<file path="src/hw/cmp_cd_pkg.sv">
// constants and register map for the comparator c/d control bank
package cmp_cd_pkg;
   localparam logic [15:0] CONFIG_CD_ADDR = 16'ha031;
   localparam logic [15:0] THRESH_ZERO_ADDR = 16'ha032;
   localparam logic [15:0] THRESH_ONE_ADDR = 16'ha033;
   // printed offsets are word indices: not all are multiples of four, so the bus address is 4x
   localparam logic [31:0] CONFIG_CD_BYTE = {14'h0000, CONFIG_CD_ADDR, 2'b00};
   localparam logic [31:0] THRESH_ZERO_BYTE = {14'h0000, THRESH_ZERO_ADDR, 2'b00};
   localparam logic [31:0] THRESH_ONE_BYTE = {14'h0000, THRESH_ONE_ADDR, 2'b00};
   localparam logic [7:0] REG_RESET = 8'h00;
   localparam int C_ENABLE_BIT = 7;
   localparam int C_THSEL_BIT = 6;
   localparam int C_IRQEN_BIT = 5;
   localparam int C_INVERT_BIT = 4;
   localparam int D_ENABLE_BIT = 3;
   localparam int D_THSEL_BIT = 2;
   localparam int D_IRQEN_BIT = 1;
   localparam int D_INVERT_BIT = 0;
   localparam real SETTLE_US = 20.0;
   localparam real CLK_MHZ = 20.0;
   localparam int SETTLE_CYCLES = int'($ceil(SETTLE_US * CLK_MHZ));
   localparam logic [1:0] HTRANS_NONSEQ = 2'b10;
   localparam logic [2:0] HSIZE_WORD = 3'b010;
   localparam logic [31:0] RDATA_ZERO = 32'h0000_0000;
endpackage

</file>
<file path="src/hw/comparator_cd_threshold_regs.sv">
// ahb-lite register bank for comparators c and d and the two threshold codes
//
// Added by the designer: the AHB-Lite interface to the registers.
`timescale 1ns/1ps
module comparator_cd_threshold_regs (
   input wire logic mclk_in,
   input wire logic sys_rst_in,
   input wire logic hsel_in,
   input wire logic [31:0] haddr_in,
   input wire logic [1:0] htrans_in,
   input wire logic hwrite_in,
   input wire logic [2:0] hsize_in,
   input wire logic [31:0] hwdata_in,
   input wire logic hready_in,
   output logic [31:0] hrdata_out,
   output logic hreadyout_out,
   output logic hresp_out,
   input wire logic comp_c_raw_zero_in,
   input wire logic comp_c_raw_ext_in,
   input wire logic comp_d_raw_zero_in,
   input wire logic comp_d_raw_ext_in,
   output logic comp_c_enable_out,
   output logic comp_c_threshold_select_out,
   output logic comp_d_enable_out,
   output logic comp_d_threshold_select_out,
   output logic [7:0] threshold_level_zero_out,
   output logic [7:0] threshold_level_one_out,
   output logic comp_c_status_out,
   output logic comp_d_status_out,
   output logic comp_c_irq_event_out,
   output logic comp_d_irq_event_out
);
   import cmp_cd_pkg::*;

   ////////////////////////////////////////////////////////////////////////////
   // bus slave: zero wait states, one write address latched into the data phase
   logic [7:0] config_reg, config_next;
   logic [7:0] thr0_reg, thr0_next;
   logic [7:0] thr1_reg, thr1_next;
   logic wr_pend_reg, wr_pend_next;
   logic [31:0] wr_addr_reg, wr_addr_next;
   logic [31:0] rdata_reg, rdata_next;
   logic addr_phase;

   function automatic logic [7:0] read_mux(input logic [31:0] a, input logic [7:0] c,
                                           input logic [7:0] z, input logic [7:0] o);
      read_mux = REG_RESET;
      if (a == CONFIG_CD_BYTE) read_mux = c;
      else if (a == THRESH_ZERO_BYTE) read_mux = z;
      else if (a == THRESH_ONE_BYTE) read_mux = o;
   endfunction

   always_comb begin
      addr_phase = hsel_in & hready_in & htrans_in[1];
      config_next = config_reg;
      thr0_next = thr0_reg;
      thr1_next = thr1_reg;
      // low byte holds the register; each register owns one aligned word
      if (wr_pend_reg) begin
         if (wr_addr_reg == CONFIG_CD_BYTE) config_next = hwdata_in[7:0];
         if (wr_addr_reg == THRESH_ZERO_BYTE) thr0_next = hwdata_in[7:0];
         if (wr_addr_reg == THRESH_ONE_BYTE) thr1_next = hwdata_in[7:0];
      end
      wr_pend_next = addr_phase & hwrite_in;
      wr_addr_next = addr_phase ? haddr_in : wr_addr_reg;
      rdata_next = RDATA_ZERO;
      // reads see registers as updated by a write in the same cycle's data phase
      if (addr_phase & ~hwrite_in) begin
         rdata_next = {24'h00_0000,
                       read_mux(haddr_in, config_next, thr0_next, thr1_next)};
      end
   end

   always_ff @(posedge mclk_in or posedge sys_rst_in) begin
      if (sys_rst_in) begin
         config_reg <= REG_RESET;
         thr0_reg <= REG_RESET;
         thr1_reg <= REG_RESET;
         wr_pend_reg <= 1'b0;
         wr_addr_reg <= 32'h0000_0000;
         rdata_reg <= RDATA_ZERO;
      end else begin
         config_reg <= config_next;
         thr0_reg <= thr0_next;
         thr1_reg <= thr1_next;
         wr_pend_reg <= wr_pend_next;
         wr_addr_reg <= wr_addr_next;
         rdata_reg <= rdata_next;
      end
   end

   assign hrdata_out = rdata_reg;
   assign hreadyout_out = 1'b1;
   assign hresp_out = 1'b0;

   ////////////////////////////////////////////////////////////////////////////
   // analog controls straight from the register flops
   // settle time after enable is software's job; nothing here holds the output off
   assign comp_c_enable_out = config_reg[C_ENABLE_BIT];
   assign comp_c_threshold_select_out = config_reg[C_THSEL_BIT];
   assign comp_d_enable_out = config_reg[D_ENABLE_BIT];
   assign comp_d_threshold_select_out = config_reg[D_THSEL_BIT];
   assign threshold_level_zero_out = thr0_reg;
   assign threshold_level_one_out = thr1_reg;

   ////////////////////////////////////////////////////////////////////////////
   // channels
   comp_channel chan_c (
      .mclk_in(mclk_in),
      .sys_rst_in(sys_rst_in),
      .enable_in(config_reg[C_ENABLE_BIT]),
      .threshold_select_in(config_reg[C_THSEL_BIT]),
      .irq_enable_in(config_reg[C_IRQEN_BIT]),
      .invert_in(config_reg[C_INVERT_BIT]),
      .raw_at_zero_in(comp_c_raw_zero_in),
      .raw_at_ext_in(comp_c_raw_ext_in),
      .status_out(comp_c_status_out),
      .irq_event_out(comp_c_irq_event_out)
   );
   comp_channel chan_d (
      .mclk_in(mclk_in),
      .sys_rst_in(sys_rst_in),
      .enable_in(config_reg[D_ENABLE_BIT]),
      .threshold_select_in(config_reg[D_THSEL_BIT]),
      .irq_enable_in(config_reg[D_IRQEN_BIT]),
      .invert_in(config_reg[D_INVERT_BIT]),
      .raw_at_zero_in(comp_d_raw_zero_in),
      .raw_at_ext_in(comp_d_raw_ext_in),
      .status_out(comp_d_status_out),
      .irq_event_out(comp_d_irq_event_out)
   );
endmodule // comparator_cd_threshold_regs

</file>
<file path="src/hw/comp_channel.sv">
// one comparator channel: threshold mux, polarity, gating and edge event
`timescale 1ns/1ps
module comp_channel (
   input wire logic mclk_in,
   input wire logic sys_rst_in,
   input wire logic enable_in,
   input wire logic threshold_select_in,
   input wire logic irq_enable_in,
   input wire logic invert_in,
   input wire logic raw_at_zero_in,
   input wire logic raw_at_ext_in,
   output logic status_out,
   output logic irq_event_out
);
   logic status_reg, status_next;
   logic event_reg, event_next;
   logic sel_raw;
   always_comb begin
      sel_raw = threshold_select_in ? raw_at_ext_in : raw_at_zero_in;
      status_next = enable_in & (sel_raw ^ invert_in);
      // edges only count while enabled, so the forced-low on disable raises nothing
      event_next = enable_in & irq_enable_in & (status_next ^ status_reg);
   end
   always_ff @(posedge mclk_in or posedge sys_rst_in) begin
      if (sys_rst_in) begin
         status_reg <= 1'b0;
         event_reg <= 1'b0;
      end else begin
         status_reg <= status_next;
         event_reg <= event_next;
      end
   end
   assign status_out = status_reg;
   assign irq_event_out = event_reg;
endmodule // comp_channel

</file>
<file path="config.mk">
export PLATFORM = sky130hd
export DESIGN_NAME = comparator_cd_threshold_regs
export DESIGN_NICKNAME = d
export VERILOG_FILES = /design/src/hw/cmp_cd_pkg.sv /design/src/hw/comparator_cd_threshold_regs.sv /design/src/hw/comp_channel.sv
export SDC_FILE = /design/constraint.sdc
export NUM_CORES = 1
export LEC_CHECK = 0
export BUFFER_PORTS_ARGS = -buffer_cell sky130_fd_sc_hd__buf_4
export CELL_PAD_IN_SITES_DETAIL_PLACEMENT = 1
export CELL_PAD_IN_SITES_GLOBAL_PLACEMENT = 2
export CORE_MARGIN = 3
export CORE_UTILIZATION = 32
export CTS_CLUSTER_DIAMETER = 50
export DETAILED_ROUTE_END_ITERATION = 7
export PLACE_DENSITY_LB_ADDON = 0.15
export SYNTH_ARGS = -nofsm -noshare
export SYNTH_HDL_FRONTEND = slang
export SYNTH_SLANG_ARGS = --single-unit
</file>
<file path="constraint.sdc">
create_clock -name mclk_in -period 4.9 [get_ports mclk_in]
set_clock_uncertainty 0.15 [all_clocks]
set_input_delay 0.245 -clock mclk_in [delete_from_list [all_inputs] [get_ports mclk_in]]
set_output_delay 0.245 -clock mclk_in [all_outputs]
set_load 0.1 [all_outputs]
</file>
==> summary.txt <==
Detailed routing
  – Vias per cell: 4.48
  – DRC Markers: 0
  – Via count: 2174
  – Detailed Route WL: 7.66 mm
  – Number of routed nets with antenna violations: 0
  – Drt first pass iters: 4
  – Detailed Route Iter0 Violations: 35
  – Drt wl/cell: 15.8 um

CTS
  – Num Clock Sinks: 69
  – CTS tree: yes
  – CTS hold repair buffers: 28
  – Clock root cell: clkbuf_8
  – Number of buffers created by CTS: 9
  – Worst skew pair latency: 340 ps
  – Post_cts resized: 0
  – Clock buffer depth: 2
  – # H-tree levels: 3
  – Setup bufs post-CTS: 0
  – Clock transition at path regs: 70 ps

Setup path
  – CP Class: reg -> reg
  – CP Data Arrival Time: 3020 ps
  – Crit-path cells: nor4_1 > nand4_2 > nor4_4 > mux2_2 > a221oi_1 > nor2_1
  – Crit-path max FO: 8
  – Family with the most delay on the worst path: simple AND/OR/NAND/NOR gates
  – CP Capture Type: register
  – Crit-path slowest cell: nor4_4
  – Critical path buffers and inverters: 0
  – Critical path's largest stage delay: 640 ps
  – Worst Path Required: 4970 ps
  – CP startpoint kind: register

Pwr
  – Internal Pwr Total: 988 uW
  – Max VDD drop: 111 uV
  – Switching Fraction: 28.1%
  – Power Density: 319 nW/um2
  – Combinational Power Share: 17.2%
  – Seq pwr share: 47.7%
  – Clock power frac: 35.2%
  – P_sw: 386 uW
  – Leakage: 2.05 nW

Place
  – Placed cell area: 3800 um2
  – Port bufs: 81
  – DPL Wire Length: 5.35 mm
  – Placed cells: 439
  – GPL Wtd Cong: 0.713

Finish
  – Fillers: 1026
  – Diode count: 0
  – Commonest non-fill, non-tap cell in the layout: buf_4
  – Most frequent cells in the layout: 83 x buf_4, 69 x dfrtp_1, 56 x mux2_2, 30 x dlygate4sd3_1, 26 x conb_1
  – Fin nets: 429
  – Area delta synth->final: 37.0%
  – Fin area: 4310 um2
  – Non-filler cells, final: 485
  – Max reg flops: 32
  – Share of cells above drive strength 1: 46.1%

Timing
  – Worst Tran Pin Value: 914 ps
  – Minimum clock period: 2950 ps
  – Final hold vios: 0
  – Final period utilization: 60.2%
  – RSZ-0062 raised after global routing: no
  – Setup TNS Final: 0 ps
  – Final setup viols: 0
  – Max-slew violations: 0
  – Fmax: 339 MHz
  – Slew HR: 38.9%

Global route
  – Largest net degree at the start of global routing: 70
  – Grt ovf: 0
  – Vias in the first global route: 2413
  – First-pass GRT wire length: 12.6 mm
  – Antenna violations before repair: 0
  – Tot GR Track Use: 14.7%

Die
  – Die ar.: 11100 um2
  – Initial Utilization: 33.4%
  – CORE AREA: 9420 um2
  – Rows: 35
  – Vert. Die Dim: 105 um
  – # IOs: 136
  – Die width: 105 um

Min path
  – HP Class: in -> reg

Synth
  – Avg Cell Area, Syn: 13.4 um2
  – Cell Area, Synth: 3150 um2
  – Seq/Total Area, Yosys: 54.9%
  – Synthesized netlist cell count: 235
  – Post-synthesis register bit count: 69
  – Count of cell types in the netlist: 29
  – Yosys warnings: 0

Status
  – Status: finished clean

Job
  – Number of max-cap violations: 0
[final timing paths]
path                                                  start  slack, ps                        endpoint  cells after the start
worst min register to register  wr_addr_reg[18]$_DFFE_PP0P_        360     wr_addr_reg[18]$_DFFE_PP0P_                      1
max in group asynchronous                        sys_rst_in       4010         hrdata_out[3]$_DFF_PP0_                      3
worst max register to register  wr_addr_reg[27]$_DFFE_PP0P_       1950         hrdata_out[2]$_DFF_PP0_                      6
min in group asynchronous                        sys_rst_in         30  chan_d.irq_event_out$_DFF_PP0_                      3
worst min-delay path                            haddr_in[5]         10      wr_addr_reg[5]$_DFFE_PP0P_                      2
worst max-delay path            wr_addr_reg[27]$_DFFE_PP0P_       1950         hrdata_out[2]$_DFF_PP0_                      6
[cells by family (layout without fill, tap and decap cells)]
logic type	after synthesis	in the layout	share of synthesized area, %
compound gates	16	16	3.18
xor+xnor	4	4	1.11
buf+inv	36	133	7.47
flops	69	69	54.9
mux	58	58	20.7
other cells	2	26	0.239
simple gates	50	50	12.4
[power by group through the flow]
stage                     registers, mW  logic [mW]  clock network [mW]
after floorplan                   0.658       0.184                   0
after global placement            0.665       0.215                   0
after detailed placement          0.666       0.218                   0
after CTS                         0.655       0.236               0.504
after global routing              0.663       0.253               0.530
final                             0.655       0.236               0.483
[synthesized netlist by cell type]
cell	n	area, um2
nand3_1	1	5.00
a221oi_1	4	35.0
nand4_1	2	12.5
clkbuf_1	4	15.0
and4bb_1	1	12.5
a31oi_1	4	25.0
nor4_4	4	85.1
nand4_2	1	12.5
nand2_1	11	41.3
nand4_4	1	21.3
nand3b_1	1	7.51
dfrtp_1	69	1730
nor4bb_1	1	10.0
mux2i_1	2	20.0
mux2_2	56	631
inv_1	4	15.0
nor2_1	10	37.5
buf_4	26	195
and3b_1	2	17.5
xnor2_1	4	35.0
conb_1	2	7.51
buf_2	2	10.0
and2_1	2	12.5
nor3_1	1	5.00
nor4_1	8	50.1
and3_1	1	6.26
nor4b_4	2	47.6
o21ai_1	8	40.0
nor3b_1	1	7.51
[per-stage QoR]
step	hold slack (ps)	util (%)	power, mW	setup slack (ps)
after floorplan	201	-	0.841	2580
after global placement	332	40.4	0.880	1980
after detailed placement	340	40.4	0.884	1930
after CTS	0.805	45.6	1.40	1910
after global routing	3.53	45.8	1.45	1780
final	14.0	45.8	1.37	1950
[cell type report]
| cell class | instances | area [um2] | share of cell area (%) |
|---|---|---|---|
| timing repair buffer | 113 | 923 | 21.4 |
| clock buffer | 12 | 165 | 3.83 |
| tap | 129 | 161 | 3.74 |
| clock inverter | 4 | 45.0 | 1.04 |
| inverter | 4 | 15.0 | 0.348 |
| multi-input combinational | 154 | 1270 | 29.6 |
| sequential | 69 | 1730 | 40.0 |
[per-layer routing]
metal / global-route usage [%] / part of all wire (%) / vias up
met1: 19.0 / 45 / 1082
met5: 0 / 0 / -
met2: 23.9 / 49 / 66
met3: 4.39 / 5.2 / 8
met4: 3.94 / 1.4 / 0
li1: - / - / 1018
[worst reg2reg max path: stages, from the launching register on]
cell      delay, ps
dfrtp_1         380
nor4_1          470
nand4_2         320
nor4_4          650
mux2_2          430
a221oi_1        350
nor2_1           90
(Power assumes the default switching activity.)
